`config.mk`:
```
export PLATFORM = sky130hd
export DESIGN_NAME = rsc_dev_flat
export DESIGN_NICKNAME = d
export VERILOG_FILES = /design/src/rtl/rsc_pkg.sv /design/src/rtl/rsc_spi_if.sv /design/src/rtl/rsc_dev.sv /design/src/flat_wrapper.sv
export SDC_FILE = /design/constraint.sdc
export NUM_CORES = 1
export LEC_CHECK = 0
export BUFFER_PORTS_ARGS = -buffer_cell sky130_fd_sc_hd__clkbuf_2
export CAP_MARGIN = 20
export CELL_PAD_IN_SITES_DETAIL_PLACEMENT = 1
export CELL_PAD_IN_SITES_GLOBAL_PLACEMENT = 1
export CORE_MARGIN = 8
export CORE_UTILIZATION = 35
export CTS_BUF_LIST = sky130_fd_sc_hd__clkbuf_16
export DETAILED_ROUTE_END_ITERATION = 10
export GPL_ROUTABILITY_DRIVEN = 0
export PLACE_DENSITY_LB_ADDON = 0.12
export SKIP_CTS_REPAIR_TIMING = 1
export SYNTH_ARGS = -nofsm -noshare
export SYNTH_HDL_FRONTEND = slang
export SYNTH_SLANG_ARGS = --single-unit
```
`constraint.sdc`:
```
create_clock -name i_clk_sys -period 8.4 [get_ports i_clk_sys]
set_clock_uncertainty 0.2 [all_clocks]
set_input_delay 1.26 -clock i_clk_sys [delete_from_list [all_inputs] [get_ports i_clk_sys]]
set_output_delay 1.26 -clock i_clk_sys [all_outputs]
set_load 0.03 [all_outputs]
```
`src/rtl/rsc_pkg.sv`:
```
// Shared constants and types of the radio command decoder and its host.
// Assumes one system clock shared by both ends; nothing is imported.
package rsc_pkg;
  // Single-byte radio command codes.
  localparam logic [7:0] SYNC_COMMAND = 8'hA2;
  localparam logic [7:0] OFF_COMMAND = 8'hB0;
  localparam logic [7:0] ON_COMMAND = 8'hB1;
  localparam logic [7:0] RECEIVE_COMMAND = 8'hB2;
  localparam logic [7:0] TRANSMIT_COMMAND = 8'hB5;
  localparam logic [7:0] SLEEP_COMMAND = 8'hBA;
  localparam logic [7:0] APPLY_CONFIG_COMMAND = 8'hBB;
  localparam logic [7:0] SIGNAL_LEVEL_COMMAND = 8'hBC;
  localparam logic [7:0] IMAGE_CAL_COMMAND = 8'hBD;
  localparam logic [7:0] IF_FILTER_CAL_COMMAND = 8'hBE;
  localparam logic [7:0] LOAD_PREP_COMMAND = 8'hBF;
  localparam logic [7:0] LOAD_DONE_COMMAND = 8'hC7;
  localparam logic [7:0] FULL_RESET_COMMAND = 8'hC8;
  localparam logic [7:0] ENCRYPT_COMMAND = 8'hD0;
  localparam logic [7:0] DECRYPT_PREP_COMMAND = 8'hD1;
  localparam logic [7:0] DECRYPT_COMMAND = 8'hD2;
  localparam logic [7:0] NO_OPERATION_BYTE = 8'hFF;
  // Memory access prefixes; the low three command bits are address bits 10:8.
  localparam logic [4:0] SEQ_WRITE_PREFIX = 5'h03;
  localparam logic [4:0] SEQ_READ_PREFIX = 5'h07;
  localparam logic [4:0] RANDOM_WRITE_PREFIX = 5'h01;
  localparam logic [4:0] RANDOM_READ_PREFIX = 5'h05;
  // Memory spaces as seen in address bits 10:8.
  localparam logic [2:0] PACKET_SPACE = 3'h0;
  localparam logic [2:0] BATTERY_BACKED_SPACE = 3'h1;
  localparam logic [2:0] MODEM_CONFIG_SPACE = 3'h3;
  localparam logic [2:0] PROGRAM_SPACE = 3'h6;
  // Registers held inside the decoder.
  localparam logic [10:0] RADIO_OPTION_BITS_ADDR = 11'h11A;
  localparam logic [10:0] FRONT_END_PIN_SELECT_ADDR = 11'h139;
  localparam logic [7:0] RADIO_OPTION_BITS_RST = 8'h00;
  localparam logic [7:0] FRONT_END_PIN_SELECT_RST = 8'h00;
  localparam int EXT_AMP_TX_ENABLE_BIT = 0;
  localparam int EXT_AMP_RX_ENABLE_BIT = 1;
  localparam int PIN_SELECT_BIT = 7;
  // Host register indices and serial clock timing.
  localparam logic [1:0] HOST_DATA_REG = 2'h0;
  localparam logic [1:0] HOST_CTRL_REG = 2'h1;
  localparam logic [1:0] HOST_STATUS_REG = 2'h2;
  localparam logic [1:0] HOST_DIV_REG = 2'h3;
  localparam int CLK_PERIOD_NS = 8;
  localparam int SCLK_HALF_NS = 64;
  localparam logic [7:0] HOST_DIV_RST = 8'(SCLK_HALF_NS / CLK_PERIOD_NS);
  localparam logic [7:0] HOST_DIV_MIN = 8'h06;

  typedef enum logic [2:0] {
    off_state = 3'b000,
    on_state = 3'b001,
    receive_state = 3'b010,
    transmit_state = 3'b011,
    sleep_state = 3'b100
  } rsc_radio_t;

  typedef enum logic [3:0] {
    ACT_NONE = 4'b0000,
    ACT_SYNC = 4'b0001,
    ACT_APPLY_CONFIG = 4'b0010,
    ACT_SIGNAL_LEVEL = 4'b0011,
    ACT_IF_FILTER_CAL = 4'b0100,
    ACT_FULL_RESET = 4'b0101,
    ACT_LOAD_PREP = 4'b0110,
    ACT_CPU_RESET = 4'b0111,
    ACT_IMAGE_CAL = 4'b1000,
    ACT_ENCRYPT = 4'b1001,
    ACT_DECRYPT_PREP = 4'b1010,
    ACT_DECRYPT = 4'b1011,
    ACT_FEC_ENCODE_PREP = 4'b1100,
    ACT_FEC_ENCODE = 4'b1101,
    ACT_FEC_DECODE = 4'b1110
  } rsc_act_t;
endpackage : rsc_pkg

```
`src/rtl/rsc_spi_if.sv`:
```
// Serial link and interrupt pin between the host and the decoder.
// Assumes the testbench instantiates it once and joins both ends.
`timescale 1ns/10ps
interface rsc_spi_if;
  logic sclk;
  logic cs_n;
  logic mosi;
  logic miso;
  logic irq;
  modport host (output sclk, output cs_n, output mosi, input miso, input irq);
  modport dev (input sclk, input cs_n, input mosi, output miso, output irq);
endinterface : rsc_spi_if

```
`src/rtl/rsc_dev.sv`:
```
// Device end: serial command interpreter, memory access port, radio state
// and external amplifier controls.
// Assumes a host on the link whose serial clock half period is at least six
// system clocks, and a memory that answers a read one cycle after the strobe.
`timescale 1ns/10ps
module rsc_dev (
  input wire logic i_clk_sys, // System clock.
  input wire logic i_rst_n, // Synchronous reset, active low.
  rsc_spi_if.dev spi, // Link to the host.
  input wire logic i_fw_image_cal, // Image calibration module loaded.
  input wire logic i_fw_cipher, // Cipher module loaded.
  input wire logic i_fw_coding, // Error correction module loaded.
  input wire logic i_event, // Event level for the interrupt pin.
  input wire logic [7:0] i_mem_rdata, // Memory read data.
  output rsc_pkg::rsc_radio_t o_state, // Radio state.
  output logic o_act_valid, // One-cycle action pulse.
  output rsc_pkg::rsc_act_t o_act, // Action code.
  output logic o_mem_wr, // Memory write strobe.
  output logic o_mem_rd, // Memory read strobe.
  output logic [10:0] o_mem_addr, // Memory address.
  output logic [7:0] o_mem_wdata, // Memory write data.
  output logic o_test_pin_a, // Transmit amp control, low-voltage pins.
  output logic o_test_pin_b, // Receive amp control, low-voltage pins.
  output logic o_test_oe, // Test pins driven.
  output logic o_crystal_pin_p, // Transmit amp control, supply pins.
  output logic o_crystal_pin_n, // Receive amp control, supply pins.
  output logic o_crystal_oe // Crystal pins driven.
);
  typedef enum logic [1:0] {
    ST_CMD = 2'b00,
    ST_ADDR = 2'b01,
    ST_DATA = 2'b10,
    ST_SKIP = 2'b11
  } rsc_dec_t;
  typedef enum logic [1:0] {
    OP_SEQ_WR = 2'b00,
    OP_SEQ_RD = 2'b01,
    OP_RND_WR = 2'b10,
    OP_RND_RD = 2'b11
  } rsc_op_t;

  logic [2:0] pin1_q, pin2_q, pin3_q;
  logic [2:0] bit_cnt_q;
  logic [6:0] rx_q;
  logic [7:0] rx_byte, tx_q, opt_q, sel_q, int_val_q;
  logic rise, fall, cs_open, byte_done, cmd_take, full_reset;
  rsc_dec_t st_q;
  rsc_op_t op_q, op_d;
  logic op_hit, is_rd, do_rd, do_wr, hit_opt, hit_sel, internal;
  logic [2:0] hi_q;
  logic [10:0] addr_q, acc_addr;
  logic rd_pend_q, rd_ack_q, int_sel_q, irq_q;
  rsc_pkg::rsc_radio_t radio_q;
  rsc_pkg::rsc_act_t act_d;

  // Link pins pass two flops; the third stage only serves edge detection.
  always_ff @(posedge i_clk_sys) begin
    pin1_q <= {spi.sclk, spi.cs_n, spi.mosi};
    pin2_q <= pin1_q;
    pin3_q <= pin2_q;
  end

  // Edges are only honoured while the frame is open.
  assign rise = pin2_q[2] & ~pin3_q[2] & ~pin2_q[1];
  assign fall = ~pin2_q[2] & pin3_q[2] & ~pin2_q[1];
  assign cs_open = ~pin2_q[1] & pin3_q[1];
  assign rx_byte = {rx_q, pin2_q[0]};
  assign byte_done = rise & (bit_cnt_q == 3'h7);
  assign cmd_take = byte_done & (st_q == ST_CMD);
  assign full_reset = cmd_take & (rx_byte == rsc_pkg::FULL_RESET_COMMAND);

  // Bits shift in on the rising edge, MSB first; the count restarts per frame.
  always_ff @(posedge i_clk_sys) begin
    if (!i_rst_n || pin2_q[1]) begin
      bit_cnt_q <= 3'h0;
      rx_q <= 7'h00;
    end else if (rise) begin
      bit_cnt_q <= bit_cnt_q + 3'h1;
      rx_q <= rx_byte[6:0];
    end
  end

  // Memory prefix decode of the first byte of a frame.
  always_comb begin
    op_hit = 1'b1;
    op_d = OP_SEQ_WR;
    case (rx_byte[7:3])
      rsc_pkg::SEQ_WRITE_PREFIX: op_d = OP_SEQ_WR;
      rsc_pkg::SEQ_READ_PREFIX: op_d = OP_SEQ_RD;
      rsc_pkg::RANDOM_WRITE_PREFIX: op_d = OP_RND_WR;
      rsc_pkg::RANDOM_READ_PREFIX: op_d = OP_RND_RD;
      default: op_hit = 1'b0;
    endcase
  end

  // Access address: the space sits in bits 10:8 taken from the command.
  always_comb begin
    is_rd = (op_q == OP_SEQ_RD) || (op_q == OP_RND_RD);
    if (st_q == ST_ADDR) begin
      acc_addr = {hi_q, rx_byte};
    end else if (op_q == OP_SEQ_RD) begin
      acc_addr = addr_q + 11'h001;
    end else begin
      acc_addr = addr_q;
    end
    do_rd = byte_done & (((st_q == ST_ADDR) & is_rd) | ((st_q == ST_DATA) & (op_q == OP_SEQ_RD)));
    do_wr = byte_done & (st_q == ST_DATA) & ~is_rd;
    hit_opt = acc_addr == rsc_pkg::RADIO_OPTION_BITS_ADDR;
    hit_sel = acc_addr == rsc_pkg::FRONT_END_PIN_SELECT_ADDR;
    internal = hit_opt | hit_sel;
  end

  // Frame sequencer; any byte after a radio command is ignored as filler.
  always_ff @(posedge i_clk_sys) begin
    if (!i_rst_n) begin
      st_q <= ST_CMD;
      op_q <= OP_SEQ_WR;
      hi_q <= 3'h0;
      addr_q <= 11'h000;
    end else if (cs_open) begin
      st_q <= ST_CMD;
    end else if (byte_done) begin
      case (st_q)
        ST_CMD: begin
          hi_q <= rx_byte[2:0];
          op_q <= op_d;
          st_q <= op_hit ? ST_ADDR : ST_SKIP;
        end
        ST_ADDR: begin
          addr_q <= acc_addr;
          st_q <= ST_DATA;
        end
        ST_DATA: begin
          if (op_q == OP_SEQ_WR || op_q == OP_SEQ_RD) begin
            addr_q <= addr_q + 11'h001;
          end else begin
            st_q <= ST_ADDR;
          end
        end
        default: st_q <= ST_SKIP;
      endcase
    end
  end

  // Memory port; the two internal registers never reach the outside memory.
  always_ff @(posedge i_clk_sys) begin
    if (!i_rst_n) begin
      o_mem_wr <= 1'b0;
      o_mem_rd <= 1'b0;
      o_mem_addr <= 11'h000;
      o_mem_wdata <= 8'h00;
      rd_pend_q <= 1'b0;
      rd_ack_q <= 1'b0;
      int_sel_q <= 1'b0;
      int_val_q <= 8'h00;
    end else begin
      o_mem_wr <= do_wr & ~internal;
      o_mem_rd <= do_rd & ~internal;
      rd_pend_q <= do_rd;
      rd_ack_q <= rd_pend_q;
      if (do_rd || do_wr) begin
        o_mem_addr <= acc_addr;
        o_mem_wdata <= rx_byte;
      end
      if (do_rd) begin
        int_sel_q <= internal;
        int_val_q <= hit_opt ? opt_q : sel_q;
      end
    end
  end

  // Internal registers; a full reset command restores them too.
  always_ff @(posedge i_clk_sys) begin
    if (!i_rst_n || full_reset) begin
      opt_q <= rsc_pkg::RADIO_OPTION_BITS_RST;
      sel_q <= rsc_pkg::FRONT_END_PIN_SELECT_RST;
    end else if (do_wr && hit_opt) begin
      opt_q <= rx_byte;
    end else if (do_wr && hit_sel) begin
      sel_q <= rx_byte;
    end
  end

  // Radio state changes on the first byte of a frame only.
  always_ff @(posedge i_clk_sys) begin
    if (!i_rst_n) begin
      radio_q <= rsc_pkg::sleep_state;
    end else if (cmd_take) begin
      case (rx_byte)
        rsc_pkg::OFF_COMMAND: radio_q <= rsc_pkg::off_state;
        rsc_pkg::ON_COMMAND: radio_q <= rsc_pkg::on_state;
        rsc_pkg::RECEIVE_COMMAND: radio_q <= rsc_pkg::receive_state;
        rsc_pkg::TRANSMIT_COMMAND: radio_q <= rsc_pkg::transmit_state;
        rsc_pkg::SLEEP_COMMAND: radio_q <= rsc_pkg::sleep_state;
        rsc_pkg::FULL_RESET_COMMAND: radio_q <= rsc_pkg::sleep_state;
        default: radio_q <= radio_q;
      endcase
    end
  end
  assign o_state = radio_q;

  // Action decode; module commands do nothing unless their module is loaded.
  // With both the cipher and error correction modules present the cipher meaning is taken.
  always_comb begin
    act_d = rsc_pkg::ACT_NONE;
    case (rx_byte)
      rsc_pkg::SYNC_COMMAND: act_d = rsc_pkg::ACT_SYNC;
      rsc_pkg::APPLY_CONFIG_COMMAND: act_d = rsc_pkg::ACT_APPLY_CONFIG;
      rsc_pkg::SIGNAL_LEVEL_COMMAND: act_d = rsc_pkg::ACT_SIGNAL_LEVEL;
      rsc_pkg::IF_FILTER_CAL_COMMAND: act_d = rsc_pkg::ACT_IF_FILTER_CAL;
      rsc_pkg::FULL_RESET_COMMAND: act_d = rsc_pkg::ACT_FULL_RESET;
      rsc_pkg::LOAD_PREP_COMMAND: act_d = rsc_pkg::ACT_LOAD_PREP;
      rsc_pkg::LOAD_DONE_COMMAND: act_d = rsc_pkg::ACT_CPU_RESET;
      rsc_pkg::IMAGE_CAL_COMMAND: begin
        if (i_fw_image_cal) act_d = rsc_pkg::ACT_IMAGE_CAL;
      end
      rsc_pkg::ENCRYPT_COMMAND: begin
        if (i_fw_cipher) act_d = rsc_pkg::ACT_ENCRYPT;
        else if (i_fw_coding) act_d = rsc_pkg::ACT_FEC_ENCODE;
      end
      rsc_pkg::DECRYPT_PREP_COMMAND: begin
        if (i_fw_cipher) act_d = rsc_pkg::ACT_DECRYPT_PREP;
        else if (i_fw_coding) act_d = rsc_pkg::ACT_FEC_ENCODE_PREP;
      end
      rsc_pkg::DECRYPT_COMMAND: begin
        if (i_fw_cipher) act_d = rsc_pkg::ACT_DECRYPT;
        else if (i_fw_coding) act_d = rsc_pkg::ACT_FEC_DECODE;
      end
      default: act_d = rsc_pkg::ACT_NONE;
    endcase
  end

  // The action pulse lasts one cycle; the code holds until the next one.
  always_ff @(posedge i_clk_sys) begin
    if (!i_rst_n) begin
      o_act_valid <= 1'b0;
      o_act <= rsc_pkg::ACT_NONE;
    end else begin
      o_act_valid <= cmd_take & (act_d != rsc_pkg::ACT_NONE);
      if (cmd_take && act_d != rsc_pkg::ACT_NONE) o_act <= act_d;
    end
  end

  // Return path: status on every byte, read data replaces it two cycles on.
  // A status byte reloaded at each boundary lets the host poll with filler.
  always_ff @(posedge i_clk_sys) begin
    if (!i_rst_n) begin
      tx_q <= 8'h00;
    end else if (rd_ack_q) begin
      tx_q <= int_sel_q ? int_val_q : i_mem_rdata;
    end else if (cs_open || byte_done) begin
      tx_q <= {i_fw_coding, i_fw_cipher, i_fw_image_cal, 2'b00, radio_q};
    end else if (fall && bit_cnt_q != 3'h0) begin
      tx_q <= {tx_q[6:0], 1'b0};
    end
  end
  assign spi.miso = tx_q[7];

  // Amplifier controls, routed to one pin pair; the other pair is released.
  always_ff @(posedge i_clk_sys) begin
    if (!i_rst_n) begin
      o_test_pin_a <= 1'b0;
      o_test_pin_b <= 1'b0;
      o_test_oe <= 1'b0;
      o_crystal_pin_p <= 1'b0;
      o_crystal_pin_n <= 1'b0;
      o_crystal_oe <= 1'b0;
    end else begin
      o_test_oe <= sel_q[rsc_pkg::PIN_SELECT_BIT];
      o_crystal_oe <= ~sel_q[rsc_pkg::PIN_SELECT_BIT];
      o_test_pin_a <= sel_q[rsc_pkg::PIN_SELECT_BIT] & opt_q[rsc_pkg::EXT_AMP_TX_ENABLE_BIT]
        & (radio_q == rsc_pkg::transmit_state);
      o_test_pin_b <= sel_q[rsc_pkg::PIN_SELECT_BIT] & opt_q[rsc_pkg::EXT_AMP_RX_ENABLE_BIT]
        & (radio_q == rsc_pkg::receive_state);
      o_crystal_pin_p <= ~sel_q[rsc_pkg::PIN_SELECT_BIT]
        & opt_q[rsc_pkg::EXT_AMP_TX_ENABLE_BIT] & (radio_q == rsc_pkg::transmit_state);
      o_crystal_pin_n <= ~sel_q[rsc_pkg::PIN_SELECT_BIT]
        & opt_q[rsc_pkg::EXT_AMP_RX_ENABLE_BIT] & (radio_q == rsc_pkg::receive_state);
    end
  end

  // Events leave on the single interrupt pin, registered.
  always_ff @(posedge i_clk_sys) begin
    if (!i_rst_n) irq_q <= 1'b0;
    else irq_q <= i_event;
  end
  assign spi.irq = irq_q;
endmodule : rsc_dev

```
`src/flat_wrapper.sv`:
```
// flat-port wrapper written by rule: the top's interface ports become plain ports
module rsc_dev_flat 
  (i_clk_sys, i_rst_n, i_fw_image_cal, i_fw_cipher, i_fw_coding, i_event, i_mem_rdata, o_state, o_act_valid, o_act, o_mem_wr, o_mem_rd, o_mem_addr, o_mem_wdata, o_test_pin_a, o_test_pin_b, o_test_oe, o_crystal_pin_p, o_crystal_pin_n, o_crystal_oe, spi_sclk, spi_cs_n, spi_mosi, spi_miso, spi_irq);
  rsc_spi_if spi_i ();
  input wire logic i_clk_sys;
  input wire logic i_rst_n;
  input wire logic i_fw_image_cal;
  input wire logic i_fw_cipher;
  input wire logic i_fw_coding;
  input wire logic i_event;
  input wire logic [7:0] i_mem_rdata;
  output rsc_pkg::rsc_radio_t o_state;
  output logic o_act_valid;
  output rsc_pkg::rsc_act_t o_act;
  output logic o_mem_wr;
  output logic o_mem_rd;
  output logic [10:0] o_mem_addr;
  output logic [7:0] o_mem_wdata;
  output logic o_test_pin_a;
  output logic o_test_pin_b;
  output logic o_test_oe;
  output logic o_crystal_pin_p;
  output logic o_crystal_pin_n;
  output logic o_crystal_oe;
  input wire logic [$bits(spi_i.sclk)-1:0] spi_sclk;
  input wire logic [$bits(spi_i.cs_n)-1:0] spi_cs_n;
  input wire logic [$bits(spi_i.mosi)-1:0] spi_mosi;
  output wire logic [$bits(spi_i.miso)-1:0] spi_miso;
  output wire logic [$bits(spi_i.irq)-1:0] spi_irq;
  assign spi_i.sclk = spi_sclk;
  assign spi_i.cs_n = spi_cs_n;
  assign spi_i.mosi = spi_mosi;
  assign spi_miso = spi_i.miso;
  assign spi_irq = spi_i.irq;
  rsc_dev u_core (.i_clk_sys(i_clk_sys), .i_rst_n(i_rst_n), .spi(spi_i), .i_fw_image_cal(i_fw_image_cal), .i_fw_cipher(i_fw_cipher), .i_fw_coding(i_fw_coding), .i_event(i_event), .i_mem_rdata(i_mem_rdata), .o_state(o_state), .o_act_valid(o_act_valid), .o_act(o_act), .o_mem_wr(o_mem_wr), .o_mem_rd(o_mem_rd), .o_mem_addr(o_mem_addr), .o_mem_wdata(o_mem_wdata), .o_test_pin_a(o_test_pin_a), .o_test_pin_b(o_test_pin_b), .o_test_oe(o_test_oe), .o_crystal_pin_p(o_crystal_pin_p), .o_crystal_pin_n(o_crystal_pin_n), .o_crystal_oe(o_crystal_oe));
endmodule
```
==> run metrics <==
TritonCTS clock tree=done; Leakage=2.17 nW; ANT nets after route=0; top cell type's share of synthesized area=39.5%; cell taking the most area after synthesis=dfxtp_1; fin. max-slew vios=0; initial core utilization=35.8%; register area share after synthesis=39.5%; Synth Net Count=682; DP Cell Count=853; max_cap viols=0; Max IR drop VDD=112 uV; type of the most critical hold path=register to register; Worst EP required=8.49 ns; diode count=0; worst slew margin relative to its limit=43.5%; Total GRT Usage=16.7%; Die ar.=0.0197 mm^2; fmax=264 MHz; #FFs+latches synth=107; WP data arrival=3.88 ns; Layout Cells excl Fill=872; Cell Area, Synth=0.00542 mm^2; I/O Pins=54; synth top area cells=dfxtp_1 40%, nand2_1 7.3%, a21oi_1 5.0%, mux2i_1 4.8%, nor2_1 2.7%; Root Driver=clkbuf_16; Worst Setup Start Kind=register; area delta synth->final=11.7%; share of layout cells above drive strength 1=14.0%; Cells after Synth=656; H-tree depth=3; Core Rows=45; IO Port Bufs=53; Netlist cell types=72; Post-synth EDFFs=0; half-perimeter wire length after detailed placement=11600 um; DR WL/cell=18.8 um; global-route wire length before repair=26900 um; Die Wd=140 um; clock sinks=107; Worst Slack Setup Final=4.61 ns; Worst-Skew Late Latency=0.36 ns; pwr dens=159 mW/mm^2; Setup TNS Final=0 ns; Most used DFF post-synth=dfxtp_1; grt ovf=0; Synthesis Warnings=0; Post-Route WL=16400 um; CTS clk-pin slew, worst paths=0.08 ns; CP Max Fanout=20; setup violators final=0; Worst-Margin Slew=0.848 ns; Final Cycle Share=45.2%; residual DRC count=0; largest net degree at the start of global routing=42; most common cell after layout, fill and taps aside=dfxtp_1; vias in the first global route=5033; Pre-antenna DRT Iters=4; detailed-route via count=4883; cts bufs inserted=9; Via density=5.60; most frequent cells in the layout=107 x dfxtp_1, 106 x nand2_1, 54 x a21oi_1; antenna violations before repair=0; Setup Crit Path Kind=register to register; Place WS=4.63 ns; Clock Path Buffers=2; RSZ-0062 raised after global routing=no; outcome=completed; Syn Area/Cell=8.26 um^2; crit path time final=3.79 ns; die height=140 um; Async S/R FF share, synth=0%; Crit. End Element=register; Hold Vio Cnt, Final=0; Core ar.=0.0151 mm^2; final net count=705; initial DRC count=257
## metal layers
layer	vias up	track usage, %	share of wire (%)
li1	2387	-	-
met1	2421	21.5	48
met2	56	28.5	48
met3	19	2.11	2.2
met4	0	5.37	1.6
met5	-	0	0
## final cells by class
cell class | count | area, um^2
clock buffers | 9 | 225
flip-flops and latches | 107 | 2140
fillers | 1820 | 9090
multi-input cells | 478 | 2990
inverters | 22 | 82.6
well taps | 188 | 235
repair buffers | 61 | 330
clock inverters | 7 | 48.8
## through the flow
step | cell area, um^2 | utilization (%) | hold WS [ns] | total power (W)
finish | 6050 | 40.0 | 0.131 | 0.000961
detailed placement | 5750 | 38.0 | 0.113 | 0.000562
global route | 6050 | 40.0 | 0.136 | 0.000997
CTS | 6030 | 39.8 | 0.132 | 0.000971
floorplan | 5420 | - | 0.110 | 0.000548
global placement | 5750 | 38.0 | 0.112 | 0.000561
## power breakdown
| part | total (W) | switching [W] | internal, W |
|---|---|---|---|
| sequential | 0.000517 | 0.00000483 | 0.000512 |
| clock | 0.000411 | 0.000207 | 0.000204 |
| combinational | 0.0000334 | 0.0000226 | 0.0000109 |
## worst max-delay path, stage by stage, from the launching register on
cell	delay, ns
dfxtp_1	0.36
inv_1	0.10
ha_1	0.56
inv_1	0.50
nor4_1	0.75
o21ai_1	0.31
nor4_4	0.69
mux2i_1	0.27
## Yosys cell counts, types with 3 or more instances
cell type and n:
a22oi_1 4, ha_1 9, nand2b_1 18, o21a_1 3, o21ai_1 3, nor4_1 16
and4b_1 3, and3_1 8, inv_1 21, o21ai_0 23, nor3_1 9, or4_1 3
a21oi_1 54, or3_1 11, nor2_1 39, and2_1 3, clkbuf_1 38, a211oi_1 4
o211ai_1 5, nor2b_1 12, buf_4 3, xnor2_1 5, o221ai_1 7, o311a_1 8
buf_2 5, o31a_1 11, a21o_1 6, a31oi_1 3, nand3_1 18, nand3b_1 3
nand4_1 4, mux2_2 7, mux2i_1 26, nand2_1 106, o31ai_1 5, dfxtp_1 107
## flip-flops by register name (all words and copies together) (netlist names), 4 cells and up
name,count
u_core.int_val_q,8
u_core.o_act,4
u_core.opt_q,8
u_core.sel_q,8
u_core.o_mem_wdata,8
u_core.rx_q,7
u_core.addr_q,11
u_core.o_mem_addr,11
u_core.tx_q,8
## final timing paths
| kind | from | to | slack, ns | cells after the start |
|---|---|---|---|---|
| hold / removal | u_core.pin1_q[1]$_DFF_P_ | u_core.pin2_q[1]$_DFF_P_ | 0.13 | 0 |
| setup / recovery | u_core.st_q[0]$_SDFFE_PP0P_ | u_core.sel_q[6]$_SDFFE_PP0P_ | 4.61 | 7 |
| hold reg to reg | u_core.pin1_q[1]$_DFF_P_ | u_core.pin2_q[1]$_DFF_P_ | 0.13 | 0 |
| setup reg to reg | u_core.st_q[0]$_SDFFE_PP0P_ | u_core.sel_q[6]$_SDFFE_PP0P_ | 4.61 | 7 |
## cell families after synthesis
kind of cell | count (synthesis) | synth area share (%)
AND/OR/NAND/NOR | 272 | 26.1
AO/OA/AOI/OAI | 157 | 19.5
flip-flops | 107 | 39.5
buffers and inverters | 71 | 5.38
multiplexers | 34 | 6.51
adder cells (fa/ha/maj) | 9 | 2.08
XOR/XNOR | 6 | 0.969
(Power assumes the default switching activity.)
